### src/boot_protect_pkg.sv
/*
  Shared constants and carriers for the boot selection and code protection
  block: security byte location and bit layout, erased value, settle count,
  the boot state encoding and the packed request and strap carriers.
  Assumes a single core clock domain and a synchronous power-on reset.
*/
package boot_protect_pkg;

  // Security byte location inside the loader bank address space
  localparam logic [15:0] SEC_BYTE_ADDR = 16'hFFFF;

  // Security byte bit positions
  localparam int LOCK_BIT = 0;
  localparam int CODE_TABLE_READ_INSTRUCTION_INH_BIT = 1;
  localparam int ENCRYPT_BIT = 2;
  localparam int OSC_GAIN_BIT = 7;

  // Unprogrammed security byte after an erase-all
  localparam logic [7:0] SEC_ERASED = 8'hFF;

  // Value returned for any denied read
  localparam logic [7:0] DENIED_READ = 8'hFF;

  // Idle read data value
  localparam logic [7:0] IDLE_READ = 8'h00;

  // Edges after reset release before the strap pipeline is full
  localparam logic [1:0] SETTLE_CYCLES = 2'h3;

  // Strap synchroniser reset value: all straps released (high)
  localparam logic [2:0] STRAPS_IDLE = 3'h7;

  // Boot sequencing states
  typedef enum logic [1:0]
  {
    ST_HOLD = 2'b00,
    ST_SETTLE = 2'b01,
    ST_RUN = 2'b10
  } boot_state_e;

  // One programmer access
  typedef struct packed
  {
    logic [15:0] addr;
    logic loader_space;
    logic [7:0] wdata;
    logic wr;
    logic rd;
  } prog_req_s;

  // Reboot strap pins, active low
  typedef struct packed
  {
    logic strap_c;
    logic strap_a;
    logic strap_b;
  } straps_s;

endpackage : boot_protect_pkg

### src/boot_protect.sv
/*
  Boot source selection and on-chip program memory protection.
  Holds the strap synchroniser and boot bank choice, the security byte with
  its one-way programming, lock gating of programmer accesses, the code
  table read restriction, port 0 encoding and the oscillator gain control.
  Assumes: the flash array answers flash_rdata combinationally in the cycle
  of flash_rd; the nonvolatile security value is stable on sec_nv_value
  while rst is high; prog_mode and bank pulses come from logic on clk.
*/
`timescale 1ns/100ps

// Behaviour
// - No strap asserted: boot main code bank
// - Reboot when straps A and B low, or C low
// - Reboot mode starts from loader code bank
// - Programming mode: program and verify until protected
// - Security byte accessible only in programming mode
// - Security byte at loader bank top address
// - Programmed security bit cannot change again
// - Only erase-all returns security bits high
// - Lock low denies memory and security access
// - Inhibit low: external code reads stay external
// - Internal code reads may always reach internal
// - Inhibit high: no code read restriction
// - Encryption enabled: port 0 data encoded
// - Encryption cleared only by whole-chip erase
// - Bit seven low halves oscillator gain
// - Read-only flag shows loader bank running
module boot_protect #(
  parameter logic [7:0] ENC_KEY = 8'h5A // Arbitrary encoding key
) (
  // Clock and reset
  input wire logic clk,
  input wire logic rst,
  // Reboot strap pins
  input wire boot_protect_pkg::straps_s strap_pins,
  // Nonvolatile security byte store
  input wire logic [7:0] sec_nv_value,
  output logic [7:0] sec_nv_wdata,
  output logic sec_nv_we,
  // Programmer access port
  input wire logic prog_mode,
  input wire boot_protect_pkg::prog_req_s prog_req,
  input wire logic erase_all,
  output logic [7:0] prog_rdata,
  // Flash array strobes
  output logic flash_wr,
  output logic flash_rd,
  output logic flash_erase,
  input wire logic [7:0] flash_rdata,
  // Boot bank selection
  input wire logic bank_to_loader,
  input wire logic bank_to_main,
  output logic boot_valid,
  output logic running_loader_flag,
  // Code table read steering
  input wire logic code_table_read_instruction_exec_external,
  output logic code_table_read_instruction_internal_ok,
  // Port 0 data path
  input wire logic [7:0] p0_data,
  input wire logic p0_drive,
  output logic [7:0] p0_out,
  output logic p0_oe,
  // Oscillator and status
  output logic osc_half_gain,
  output logic lock_active
);

  // Strap synchroniser stages; stage one feeds stage two only
  logic [2:0] strap_s1_r;
  logic [2:0] strap_s2_r;
  logic [2:0] strap_s3_r;
  logic straps_agree;
  logic reboot_req;

  // Boot sequencing
  boot_protect_pkg::boot_state_e state_r;
  logic [1:0] settle_cnt_r;
  logic loader_r;

  // Security byte and access qualifiers
  logic [7:0] sec_r;
  logic sec_hit;
  logic mem_ok;
  logic sec_ok;
  logic [7:0] rdata_r;
  logic nv_we_r;

  // Output stage registers
  logic [7:0] p0_out_r;
  logic p0_oe_r;
  logic half_gain_r;

  // Encoding applied to port 0 data: key mix then nibble swap
  function automatic logic [7:0] encode_byte(input logic [7:0] d);
    logic [7:0] mixed;
    mixed = d ^ ENC_KEY;
    return {mixed[3:0], mixed[7:4]};
  endfunction : encode_byte

  // Three-stage strap synchroniser, one lane per strap
  genvar gi;
  generate
    for (gi = 0; gi < 3; gi++)
    begin : g_sync
      always_ff @(posedge clk)
      begin
        if (rst)
        begin
          strap_s1_r[gi] <= boot_protect_pkg::STRAPS_IDLE[gi];
          strap_s2_r[gi] <= boot_protect_pkg::STRAPS_IDLE[gi];
          strap_s3_r[gi] <= boot_protect_pkg::STRAPS_IDLE[gi];
        end
        else
        begin
          strap_s1_r[gi] <= strap_pins[gi];
          strap_s2_r[gi] <= strap_s1_r[gi];
          strap_s3_r[gi] <= strap_s2_r[gi];
        end
      end
    end
  endgenerate

  // A strap level counts only once stages two and three agree
  assign straps_agree = (strap_s2_r == strap_s3_r);

  // Bit order follows straps_s: {c, a, b}; all active low
  assign reboot_req = (!strap_s3_r[1] && !strap_s3_r[0])
    || !strap_s3_r[2];

  // Boot sequencer: wait for the pipeline, sample once, then run
  always_ff @(posedge clk)
  begin
    if (rst)
    begin
      state_r <= boot_protect_pkg::ST_HOLD;
      settle_cnt_r <= 2'h0;
    end
    else
    begin
      unique case (state_r)
        boot_protect_pkg::ST_HOLD:
        begin
          state_r <= boot_protect_pkg::ST_SETTLE;
          settle_cnt_r <= 2'h1;
        end
        boot_protect_pkg::ST_SETTLE:
        begin
          // Straps read once; later strap motion is ignored
          if (settle_cnt_r == boot_protect_pkg::SETTLE_CYCLES && straps_agree)
          begin
            state_r <= boot_protect_pkg::ST_RUN;
          end
          else if (settle_cnt_r != boot_protect_pkg::SETTLE_CYCLES)
          begin
            settle_cnt_r <= settle_cnt_r + 2'h1;
          end
        end
        boot_protect_pkg::ST_RUN:
          // Held until the next reset
          state_r <= boot_protect_pkg::ST_RUN;
        // Illegal code recovers through a fresh sample
        default:
          state_r <= boot_protect_pkg::ST_HOLD;
      endcase
    end
  end

  // Bank currently executing; strap choice first, then core switches
  always_ff @(posedge clk)
  begin
    if (rst)
    begin
      loader_r <= 1'b0;
    end
    else if (state_r == boot_protect_pkg::ST_SETTLE)
    begin
      if (settle_cnt_r == boot_protect_pkg::SETTLE_CYCLES && straps_agree)
      begin
        loader_r <= reboot_req;
      end
    end
    else if (state_r == boot_protect_pkg::ST_RUN)
    begin
      // Entering the loader wins a clash, so a repair path stays open
      if (bank_to_loader)
      begin
        loader_r <= 1'b1;
      end
      else if (bank_to_main)
      begin
        loader_r <= 1'b0;
      end
    end
  end

  assign boot_valid = (state_r == boot_protect_pkg::ST_RUN);
  assign running_loader_flag = loader_r;

  // Access qualifiers for the programmer port
  assign sec_hit = prog_req.loader_space
    && (prog_req.addr == boot_protect_pkg::SEC_BYTE_ADDR);
  assign lock_active = !sec_r[boot_protect_pkg::LOCK_BIT];
  assign mem_ok = prog_mode && !lock_active;
  assign sec_ok = prog_mode && !lock_active;

  // Flash strobes pass only when the array is open
  assign flash_wr = mem_ok && prog_req.wr && !sec_hit;
  assign flash_rd = mem_ok && prog_req.rd && !sec_hit;
  // Erase-all is never blocked by the lock; it is the way back
  assign flash_erase = prog_mode && erase_all;

  // Security byte: loaded from the store at reset, bits only fall until erase-all sets them high
  always_ff @(posedge clk)
  begin
    if (rst)
    begin
      sec_r <= sec_nv_value;
    end
    else if (prog_mode && erase_all)
    begin
      sec_r <= boot_protect_pkg::SEC_ERASED;
    end
    else if (sec_ok && prog_req.wr && sec_hit)
    begin
      // AND keeps programmed zeros; writing one cannot restore a bit
      sec_r <= sec_r & prog_req.wdata;
    end
  end

  // Store write pulse follows every change of the security byte
  always_ff @(posedge clk)
  begin
    if (rst)
    begin
      nv_we_r <= 1'b0;
    end
    else
    begin
      nv_we_r <= (prog_mode && erase_all)
        || (sec_ok && prog_req.wr && sec_hit);
    end
  end

  assign sec_nv_we = nv_we_r;
  assign sec_nv_wdata = sec_r;

  // Read data, valid only in the cycle after the read strobe
  always_ff @(posedge clk)
  begin
    if (rst)
    begin
      rdata_r <= boot_protect_pkg::IDLE_READ;
    end
    else if (!prog_req.rd)
    begin
      rdata_r <= boot_protect_pkg::IDLE_READ;
    end
    else if (sec_hit)
    begin
      // Denied reads return a fixed pattern, never the stored bits
      rdata_r <= sec_ok ? sec_r : boot_protect_pkg::DENIED_READ;
    end
    else
    begin
      rdata_r <= mem_ok ? flash_rdata : boot_protect_pkg::DENIED_READ;
    end
  end

  assign prog_rdata = rdata_r;

  // Code table reads from external code lose internal reach when inhibited
  assign code_table_read_instruction_internal_ok = !code_table_read_instruction_exec_external
    || sec_r[boot_protect_pkg::CODE_TABLE_READ_INSTRUCTION_INH_BIT];

  // Port 0 output stage; encoding costs no extra latency
  always_ff @(posedge clk)
  begin
    if (rst)
    begin
      p0_out_r <= 8'h00;
      p0_oe_r <= 1'b0;
    end
    else
    begin
      p0_oe_r <= p0_drive;
      if (!sec_r[boot_protect_pkg::ENCRYPT_BIT])
      begin
        p0_out_r <= encode_byte(p0_data);
      end
      else
      begin
        p0_out_r <= p0_data;
      end
    end
  end

  assign p0_out = p0_out_r;
  assign p0_oe = p0_oe_r;

  // Gain control; lower gain may not sustain fast crystals
  always_ff @(posedge clk)
  begin
    if (rst)
    begin
      half_gain_r <= 1'b0;
    end
    else
    begin
      half_gain_r <= !sec_r[boot_protect_pkg::OSC_GAIN_BIT];
    end
  end

  assign osc_half_gain = half_gain_r;
endmodule : boot_protect

### config.mk
export PLATFORM = sky130hd
export DESIGN_NAME = boot_protect
export DESIGN_NICKNAME = d
export VERILOG_FILES = /design/src/boot_protect_pkg.sv /design/src/boot_protect.sv
export SDC_FILE = /design/constraint.sdc
export NUM_CORES = 1
export LEC_CHECK = 0
export BUFFER_PORTS_ARGS = -buffer_cell sky130_fd_sc_hd__buf_2
export CAP_MARGIN = 20
export CELL_PAD_IN_SITES_DETAIL_PLACEMENT = 0
export CELL_PAD_IN_SITES_GLOBAL_PLACEMENT = 1
export CORE_UTILIZATION = 25
export DETAILED_ROUTE_END_ITERATION = 10
export PLACE_DENSITY_LB_ADDON = 0.1
export SETUP_SLACK_MARGIN = 0.05
export SLEW_MARGIN = 10
export SYNTH_ARGS = -nofsm -noshare
export SYNTH_HDL_FRONTEND = slang
export SYNTH_SLANG_ARGS = --single-unit
### constraint.sdc
create_clock -name clk -period 4 [get_ports clk]
set_input_delay 0.2 -clock clk [delete_from_list [all_inputs] [get_ports clk]]
set_output_delay 0.2 -clock clk [all_outputs]
set_load 0.005 [all_outputs]
# Word level (Yosys, flattened, before mapping)
# Index checks and enable logic that the tools add are counted.
[totals] ff_bits=41 inputBits=62 elab_cells=76
[op_classes] n_addsub=1 eq_ne=9 muxes=17 bitwise=3 reduce_logical=28
[ops] cell="two-way mux 8 bit" n=7
[ops] cell="equality test 16 bit, second input constant" n=1
[ops] cell="logical AND 1 bit" n=10
[ops] cell="AND 8 bit" n=1
[ops] cell="!= test 2 bit, second input constant" n=4
[ops] cell="logical NOT 1 bit" n=7
[ops] cell="two-way mux 2 bit" n=3
[ops] cell="one-hot mux 2 bit (3 select lines)" n=1
[ops] cell="AND reduction 3 bit" n=2
[ops] cell="nonzero test 3 bit" n=2
[ops] cell="two-way mux 1 bit" n=5
[ops] cell="equality test 2 bit, second input constant" n=2
[ops] cell="NOT 4 bit" n=1
[ops] cell="one-hot mux 2 bit (2 select lines)" n=1
[ops] cell="nonzero test 2 bit" n=2
[ops] cell="equality test 3 bit" n=1
[ops] cell="logical OR 1 bit" n=3
[ops] cell="adder 2 x 1 -> 2 bit, second input constant" n=1
[ops] cell="equality test 2 x 1 -> 1 bit, second input constant" n=1
[ops] cell="logical NOT 2 bit" n=1
[ops] cell="OR reduction 2 bit" n=1
[ops] cell="NOT 1 bit" n=1

# Logic depth before layout (Yosys ltp)
# Gate-level depths: netlist (run 1).
[depth] ltp_word=6 mapped_depth=6 ltp_nobuf=6

# Worst setup path before layout (run 1)
# OpenSTA, ideal clock, no wires.
[synth_timing] path_type="input-to-reg" from="input prog_req[14] (netlist bit)" to="register sec_r[0], in the netlist sec_nv_wdata[0], enable pin" setup_time_ns=0.338 arrival_ns=1.529 setup_slack_ns=2.133 stages=5 path_buffers=1 cell_sequence="nand4_1 > or4_1 > clkbuf_2 > or3_1 > nand3b_1"
[synth_via] elab_chain_cells=4
[synth_lines] item="from (decl)" line="boot_protect.sv:43" source="input wire boot_protect_pkg::prog_req_s prog_req,"
[synth_lines] item="equality test 16 bit" line="boot_protect.sv:202" source="&& (prog_req.addr == boot_protect_pkg::SEC_BYTE_ADDR);"
[synth_lines] item="logical AND 1 bit" line="boot_protect.sv:202"
[synth_lines] item="logical AND 1 bit" line="boot_protect.sv:224" source="else if (sec_ok && prog_req.wr && sec_hit)"
[synth_lines] item="nonzero test 3 bit (no source line)"
[synth_lines] item="to (signal assigned)" line="boot_protect.sv:218" source="sec_r <= sec_nv_value;"
[synth_lines] item="to (signal assigned)" line="boot_protect.sv:222" source="sec_r <= boot_protect_pkg::SEC_ERASED;"
[synth_lines] item="to (signal assigned)" line="boot_protect.sv:227" source="sec_r <= sec_r & prog_req.wdata;"
[synth_lines] item="to (decl)" line="boot_protect.sv:82" source="logic [7:0] sec_r;"
# Every way passes these cells.
# A chain may end at the register's enable or synchronous reset.

# Worst setup path in the final report (run 1)
[layout_timing] from="register sec_r[0], in the netlist sec_nv_wdata[0]" to="register sec_r[5], in the netlist sec_nv_wdata[5], enable pin"
[layout_via] elab_chain_cells=4
[layout_lines] item="logical AND 1 bit" line="boot_protect.sv:205" source="assign sec_ok = prog_mode && !lock_active;"
[layout_lines] item="logical AND 1 bit (2 in a row)" line="boot_protect.sv:224"
[layout_lines] item="nonzero test 3 bit (no source line)"
# Every way passes these cells.

==> results of run 1 <==
-- power by group through the flow --
stage | sequential, mW | combinational (mW) | clock, mW
2_1_floorplan | 0.500 | 0.130 | 0
3_3_place_gp | 0.506 | 0.212 | 0
3_5_place_dp | 0.506 | 0.212 | 0
4_1_cts | 0.497 | 0.214 | 0.348
5_1_grt | 0.503 | 0.243 | 0.367
6_report | 0.496 | 0.210 | 0.329
-- final cells by class --
class	count	share of cell area
clock buffers	6	0.0311
clock inverters	2	0.0150
inverters	6	0.00967
multi-input cells	122	0.310
flip-flops and latches	41	0.387
well taps	77	0.0414
repair buffers	96	0.206
-- state kept, by name (all words and copies together) (netlist names) --
| signal | count |
|---|---|
| osc_half_gain | 1 |
| p0_out | 8 |
| strap_s1_r | 3 |
| settle_cnt_r | 2 |
| strap_s2_r | 3 |
| prog_rdata | 8 |
| strap_s3_r | 3 |
| running_loader_flag | 1 |
| sec_nv_we | 1 |
| p0_oe | 1 |
| sec_nv_wdata | 8 |
| state_r | 2 |
-- how the worst min path moves through the flow --
stage | from | to | slack (ps) | depth (start not counted)
after global placement | strap_pins[0] | strap_s1_r[0] | 380 | 2
after CTS | strap_pins[1] | strap_s1_r[1] | 70 | 2
after global routing | strap_pins[2] | strap_s1_r[2] | 70 | 2
final | strap_pins[1] | strap_s1_r[1] | 90 | 2
after floorplan | strap_pins[0] | strap_s1_r[0] | 300 | 1
after detailed placement | strap_pins[1] | strap_s1_r[1] | 390 | 2
-- layer usage --
layer | part of all wire | vias up | GRT usage
met5 | 0 | - | 0
met4 | 0.018 | 0 | 0.0549
met3 | 0.068 | 10 | 0.0364
met2 | 0.45 | 48 | 0.220
met1 | 0.46 | 685 | 0.169
li1 | - | 814 | -
-- cell usage in the layout (no fill, tap or decap), types with 2 or more instances in the layout --
master	count
buf_2	96
dfxtp_1	33
nor2_1	20
o21ai_0	15
a21oi_1	14
nand2_1	13
nand4_1	10
or2_2	9
edfxtp_1	8
a31oi_1	7
mux2i_1	6
inv_1	5
clkbuf_8	5
ha_1	4
nand2b_1	3
xnor2_1	3
nor2b_1	3
and2_1	2
a41o_1	2
o31a_1	2
-- worst register-to-register path, cell delays in order, from the launching register on --
cell	delay (ps)
edfxtp_1	430
and2_1	330
nand2_1	120
or3_1	420
nand3b_1	350
-- logic make-up (layout without fill, tap and decap cells) --
group / count (synthesis) / in the layout
simple gates: 65 / 65
buf+inv: 17 / 110
mux: 6 / 6
xor+xnor: 3 / 3
compound gates: 44 / 44
flops: 41 / 41
fa+ha+maj: 4 / 4
==> metrics, run 1 <==
DR WL/cell=12.9 um; largest net degree at the start of global routing=45; Via Count=1,557; Critical Path Sink Type=register; CP endpoint=sec_nv_wdata[5]; Final Cell Area=2330 um^2; Crit Reg-Reg Endpoint=sec_nv_wdata[5]; Total Neg Setup Slack=0 ps; Synth area leader=dfxtp_1; worst path bufs/invs=0; compound-cell area share of the yosys netlist=0.153; Syn-to-layout area delta=37.9%; CP max-delay cell=edfxtp_1; Diodes inserted=0; IO Port Bufs=95; Synth Area in Simple Gates=0.194; global-route wire length before repair=7390 um; CP startpoint=sec_nv_wdata[0]; Netlist cell types=31; non-filler cells, final=350; worst skew pair latency=290 ps; Core Area=6420 um^2; Arrival @ worst endpoint=1950 ps; global-route usage over all layers=0.135; async set-reset flop share out of synthesis=0; Net Sw Power=276 uW; count of boundary I/O pins=96; Worst Max-Slew Pin Slew=701 ps; Critical Path Stages=4; Max FO, Critical Path=8; final hold slack=86.2 ps; Seq/Total Area, Yosys=0.533; CTS H-Tree Depth=2; DRT Wirelength=4500 um; Post-Syn Instances=180; Power Total=1.04 mW; 1st-pass router iterations=7; Synth top cells by count=dfxtp_1, nor2_1, o21ai_0; CP top delay family=simple AND/OR/NAND/NOR gates; Setup Viol. Count Final=0; failing checks=design-rule violations; combinational power share=0.203; postcts setup bufs=0; Area after DPL=2220 um^2; Site Rows=29; clock network power share=0.318; Max Root-Sink Buffers=2; Post-Synth Adder-Cell Area=0.0296; Post-DP HPWL=3360 um; Final min period=2000 ps; via/cell ratio=4.45; proportion of netlist area held by the largest area contributor=0.391; Initial Util=0.263; EDFF count, synth=8; Max Clk Rate=500 MHz; Max VDD drop=0.000176 V; reg-to-reg startpoint=sec_nv_wdata[0]; DP Worst Slack=1830 ps; Initial DRC Count=40; multiplexer share of the synthesized area=0.0356; CP Cell Sequence=and2_1, nand2_1, or3_1, nand3b_1; Final #Nets=338; CTS Hold Buffers Added=0; Post-Place Cells=342; Crit path largest cell delay=430 ps; post-route antenna net violation count=0; area of the multi-input gates=722 um^2; clock sink count=41; chip height=84.2 um; pwr dens=445 nW/um^2; Warnings, synthesis=0; final hold violations=0; clk slew on worst S/H paths=80 ps; Slew Limit Fails=0; initial antenna violation count=0; top_reg_cell synth=dfxtp_1; status=complete, but fails checks; Post-Synthesis Cell Area=1690 um^2; CTS buffer count=5; max-cap check violation count=0; Mean Syn Cell Area=9.38 um^2; P_int=760 uW; Syn Nets=246; worst endpoint required time=3950 ps; CTS root buf=clkbuf_8; post-layout util=0.363; Sw Ratio=0.267; Post-Synth XOR/XNOR Area=0.0156; Overflow after GRT=0; Reg area=901 um^2; largest family of logic cells by synthesized area=simple AND/OR/NAND/NOR gates; count leader, synth=dfxtp_1; Final Cycle Share=0.500; Leak Pwr=1.10 nW; DIE AREA=7090 um^2; DRC violations left=16; worst clock skew=5.00 ps; share of layout cells above drive strength 1=0.414; register-to-register setup slack=2000 ps; CTS resizes=0; Worst R2R Path Depth=4; main area contributors after synthesis=dfxtp_1, edfxtp_1, nor2_1, o21ai_0, a21oi_1; CP Class=register to register; #FFs+latches synth=41; RSZ-0062 raised after global routing=false; post-route setup slack=2000 ps; TritonCTS clock tree=yes; slew margin rel.=0.529; Reg power frac=0.479; Fillers=684; width of the chip=84.2 um; RD Place Congestion=0.698; min-delay worst type=input pin to register; startpoint class of the critical path=register; vias in the first global route=1,464
Power figures use the tool's default switching activity.
==> run 2, diff against run 1 <==
- ABC_AREA: not set -> 1
- clock period: 4 -> 2.1 ns (I/O delays scaled with it)
==> run 2 against run 1 <==
  * The run now ends clean
  * Core utilization rose by 0.48 points
  * Synthesized area rose by 6.2%
  * Sequential cell count did not move
  * Via count rose by 9.2%
  * First-iteration DRC count fell by 35%
  * Clock skew rose by 4.1 ps
  * Critical path depth rose by 1
  * Sequential power rose by 89%
  * Largest power group unchanged
  * Highest routed layer unchanged
==> metrics, run 2 <==
status=finished, final reports clean; CTS root buf=clkbuf_8; Synth area leader=dfxtp_1; Leak Pwr=1.34 nW; Netlist cell types=23; 1st-pass router iterations=4; combinational power share=0.242; IO Port Bufs=95; Post-Synthesis Cell Area=1790 um^2; Crit path largest cell delay=400 ps; Fillers=766; Max Clk Rate=617 MHz; Worst Max-Slew Pin Slew=533 ps; CTS Hold Buffers Added=7; post-route antenna net violation count=0; Via Count=1,701; Mean Syn Cell Area=8.05 um^2; Power Total=1.91 mW; RD Place Congestion=0.739; CP dominant cell by count=nand2_1; main area contributors after synthesis=dfxtp_1, edfxtp_1, nand2_1, nor2_1, a21oi_1; CP Cell Sequence=nand2_2, inv_1, nand2_1, nand3b_2, nand2_1; vias in the first global route=1,600; max-cap check violation count=0; count leader, synth=nand2_1; min-delay worst type=input pin to register; Synth top cells by count=nand2_1, nor2_1, dfxtp_1; DIE AREA=7520 um^2; clk slew on worst S/H paths=70 ps; worst clock skew=9.13 ps; Initial Util=0.261; Net Sw Power=571 uW; worst skew pair latency=300 ps; postcts setup bufs=0; Syn-to-layout area delta=40.7%; Sw Ratio=0.299; CTS resizes=0; via/cell ratio=4.00; global-route wire length before repair=7580 um; most frequent cells in the layout=buf_2, nand2_1, nor2_1; CP top delay family=simple AND/OR/NAND/NOR gates; Total Neg Setup Slack=0 ps; DRT Wirelength=4780 um; count of boundary I/O pins=96; Core Area=6870 um^2; CTS buffer count=5; P_int=1.34 mW; Overflow after GRT=0; Reg area=901 um^2; Max VDD drop=0.000319 V; startpoint class of the critical path=register; EDFF count, synth=8; #FFs+latches synth=41; Arrival @ worst endpoint=1580 ps; CTS H-Tree Depth=2; RSZ-0062 raised after global routing=false; async set-reset flop share out of synthesis=0; width of the chip=86.7 um; Warnings, synthesis=0; chip height=86.7 um; final hold violations=0; slew margin rel.=0.644; Diodes inserted=0; Setup Viol. Count Final=0; DR WL/cell=11.3 um; share of layout cells above drive strength 1=0.398; pwr dens=758 nW/um^2; Final #Nets=394; worst path bufs/invs=1; clock sink count=41; TritonCTS clock tree=yes; Post-DP HPWL=3690 um; Seq/Total Area, Yosys=0.502; area of the multi-input gates=795 um^2; Max Root-Sink Buffers=2; Site Rows=30; worst endpoint required time=2060 ps; Critical Path Sink Type=register; initial antenna violation count=0; top_reg_cell synth=dfxtp_1; CP Class=register to register; clock network power share=0.267; Final Cycle Share=0.772; Syn Nets=289; Final min period=1620 ps; Initial DRC Count=26; Slew Limit Fails=0; Max FO, Critical Path=14; largest net degree at the start of global routing=17; Post-Syn Instances=223; DRC violations left=0; Reg power frac=0.491; commonest non-fill, non-tap cell in the layout=buf_2; global-route usage over all layers=0.134; proportion of netlist area held by the largest area contributor=0.368; CP max-delay cell=edfxtp_1
==> run 2: cells by family after synthesis <==
kind of cell               count (synthesis)  share of synthesized area
and+or+nand+nor                          117                      0.302
DFF                                       41                      0.502
AOI/OAI and AO/OA                         37                      0.108
buffers and inverters                     23                     0.0551
adders and majority gates                  4                     0.0279
xor gates and xnor gates                   1                    0.00488
==> run 2: final timing paths <==
kind / slack (ps) / cells past startpoint / startpoint / to
hold reg to reg: 410 / 1 / strap_s1_r[2] / strap_s2_r[2]
setup reg to reg: 480 / 5 / sec_nv_wdata[0] / sec_nv_wdata[1]
setup / recovery: 480 / 5 / sec_nv_wdata[0] / sec_nv_wdata[1]
hold / removal: 10 / 3 / p0_drive / p0_oe
==> run 2: layer usage <==
layer	vias up	routed length [um]	track usage
li1	915	-	-
met1	726	2300	0.169
met2	52	2080	0.206
met3	8	297	0.0476
met4	0	99	0.0561
met5	-	0	0
==> run 2: final cells by class <==
type                            count  share of cell area
Clock buffer                        5              0.0273
Multi-Input combinational cell    159               0.315
Inverter                           17              0.0253
Tap cell                           96              0.0476
Timing Repair Buffer              104               0.222
Clock inverter                      3             0.00644
Sequential cell                    41               0.357
==> run 2: worst register-to-register path: cells and delay by family, from the launching register on <==
family / cells / cell delay, ps
flip-flops: 1 / 400
AND/OR/NAND/NOR: 4 / 740
buffers and inverters: 1 / 140
==> run 2: power groups by stage <==
stage          Combinational [mW]  Sequential, mW  Clock, mW
2_1_floorplan               0.285           0.954          0
3_3_place_gp                0.460           0.958          0
3_5_place_dp                0.460           0.957          0
4_1_cts                     0.471           0.941      0.542
5_1_grt                     0.534           0.951      0.571
6_report                    0.463           0.939      0.512
==> run 2: metrics by stage <==
| stage | cells | area (um^2) | hold WS, ps | utilization | worst slack [ps] |
|---|---|---|---|---|---|
| after floorplan | 223 | 1790 | 198 | - | 717 |
| after global routing | 425 | 2520 | 6.63 | 0.368 | 248 |
| after global placement | 410 | 2370 | 292 | 0.345 | 495 |
| final | 425 | 2520 | 14.4 | 0.368 | 480 |
| after detailed placement | 410 | 2370 | 293 | 0.345 | 444 |
| after CTS | 425 | 2520 | 2.37 | 0.368 | 432 |
==> run 3, diff against run 2 <==
- clock period: 2.1 -> 1.51 ns (I/O delays scaled with it)
==> run 3 against run 2 <==
  * Core utilization is 1.5 points higher
  * Via count rose by 0.59%
  * Maximum frequency grew 27%
  * Clock skew rose by 2.4 ps
  * Clock power up 81%
  * Count of clock-buffer cells in the layout rose by 2
  * Sequential share of layout area down 1.4 points
  * Cell area increased by 4.0%
  * Critical endpoint is now sec_nv_wdata[6]
  * Highest routed layer unchanged
==> metrics, run 3 (synthesized netlist as in run 2, its figures left out) <==
width of the chip=86.7 um; clock sink count=41; startpoint class of the critical path=register; worst skew pair latency=300 ps; Total Neg Setup Slack=0 ps; global-route wire length before repair=7610 um; Diodes inserted=0; Worst Max-Slew Pin Slew=343 ps; Reg power frac=0.451; slew margin rel.=0.771; Fillers=791; Core Area=6870 um^2; most frequent cells in the layout=buf_2, nand2_1, nor2_1; Net Sw Power=808 uW; Hold Path Origin=p0_data[5]; DRT Wirelength=4810 um; RD Place Congestion=0.733; CP Cell Sequence=nand2_2, inv_1, nand2_1, nand3b_2, nand2_2; Max Clk Rate=783 MHz; Overflow after GRT=0; pwr dens=1100 nW/um^2; Critical Path Sink Type=register; CTS root buf=clkbuf_8; Max FO, Critical Path=8; Max VDD drop=0.000411 V; largest net degree at the start of global routing=16; CP top delay family=simple AND/OR/NAND/NOR gates; Final #Nets=400; DIE AREA=7520 um^2; Post-DP HPWL=3720 um; worst clock skew=11.5 ps; CP startpoint=sec_nv_wdata[0]; met2 GRT Util=0.212; min-delay worst type=input pin to register; CTS H-Tree Depth=2; Final min period=1280 ps; post-layout util=0.382; postcts setup bufs=0; Syn-to-layout area delta=46.4%; DP Worst Slack=113 ps; commonest non-fill, non-tap cell in the layout=buf_2; worst path bufs/invs=1; Setup Viol. Count Final=0; Crit path largest cell delay=370 ps; final hold slack=18.4 ps; IO Port Bufs=95; status=finished, final reports clean; worst endpoint required time=1500 ps; Arrival @ worst endpoint=1260 ps; Most Used Layer, Global Route=met2; DRC violations left=0; Via Count=1,711; TritonCTS clock tree=yes; count of boundary I/O pins=96; CP dominant cell by count=nand2_2; global-route usage over all layers=0.135; clk slew on worst S/H paths=90 ps; post-route antenna net violation count=0; max-cap check violation count=0; reg-to-reg startpoint=sec_nv_wdata[0]; 1st-pass router iterations=4; RSZ-0062 raised after global routing=false; Leak Pwr=1.39 nW; CP Class=register to register; Site Rows=30; vias in the first global route=1,588; Initial Util=0.261; Power Total=2.89 mW; CTS buffer count=5; Final Cycle Share=0.846; post-route setup slack=233 ps; P_int=2.08 mW; Max Root-Sink Buffers=2; combinational power share=0.228; GR Layer Usage met3=0.0314; Initial DRC Count=35; Sw Ratio=0.279; initial antenna violation count=0; clock network power share=0.320; chip height=86.7 um; share of layout cells above drive strength 1=0.409; DR WL/cell=11.1 um; CP max-delay cell=edfxtp_1; final hold violations=0; M1 GR Usage=0.178; via/cell ratio=3.97; Slew Limit Fails=0
-- run 3: stage by stage --
| stage | area, um^2 | std cells |
|---|---|---|
| after CTS | 2620 | 431 |
| after detailed placement | 2420 | 415 |
| after floorplan | 1790 | 223 |
| after global routing | 2630 | 431 |
| final | 2630 | 431 |
| after global placement | 2420 | 415 |
-- run 3: final cells by class --
| type | count | area [um^2] | share of cell area |
|---|---|---|---|
| sequential | 41 | 901 | 0.343 |
| multi-input combinational | 159 | 797 | 0.303 |
| timing repair buffer | 110 | 621 | 0.236 |
| tap | 96 | 120 | 0.0457 |
| clock buffer | 7 | 119 | 0.0453 |
| inverter | 17 | 63.8 | 0.0243 |
| clock inverter | 1 | 5.00 | 0.00191 |
-- run 3: repair_timing --
action / in CTS / in global routing
resized for setup: 0 / 1
hold buffers: 8 / 0
endpoints found under the hold margin: 8 / 0
setup endpoints to repair: 0 / 8
-- run 3: worst paths after layout --
| path | slack, ps | endpoint | depth (start not counted) |
|---|---|---|---|
| max | 230 | sec_nv_wdata[6] | 5 |
| min | 20 | p0_out[1] | 3 |
| max reg2reg | 230 | sec_nv_wdata[6] | 5 |
| min reg2reg | 410 | strap_s2_r[1] | 1 |
-- run 3: power groups by stage --
stage	Clock, mW	Sequential [mW]	Combinational, mW
finish	0.927	1.31	0.661
global route	1.00	1.32	0.756
CTS	0.958	1.31	0.672
detailed placement	0	1.33	0.653
global placement	0	1.33	0.655
floorplan	0	1.33	0.396
-- run 3: worst min-delay path, cell delays in order --
cell	delay (ps)
buf_2	80
o21ai_0	60
nor2_1	70
-- run 3: per-layer routing --
metal / vias up / part of all wire / routed length, um
li1: 926 / - / -
met1: 724 / 0.49 / 2360
met2: 54 / 0.43 / 2060
met3: 7 / 0.062 / 297
met4: 0 / 0.019 / 92
met5: - / 0 / 0
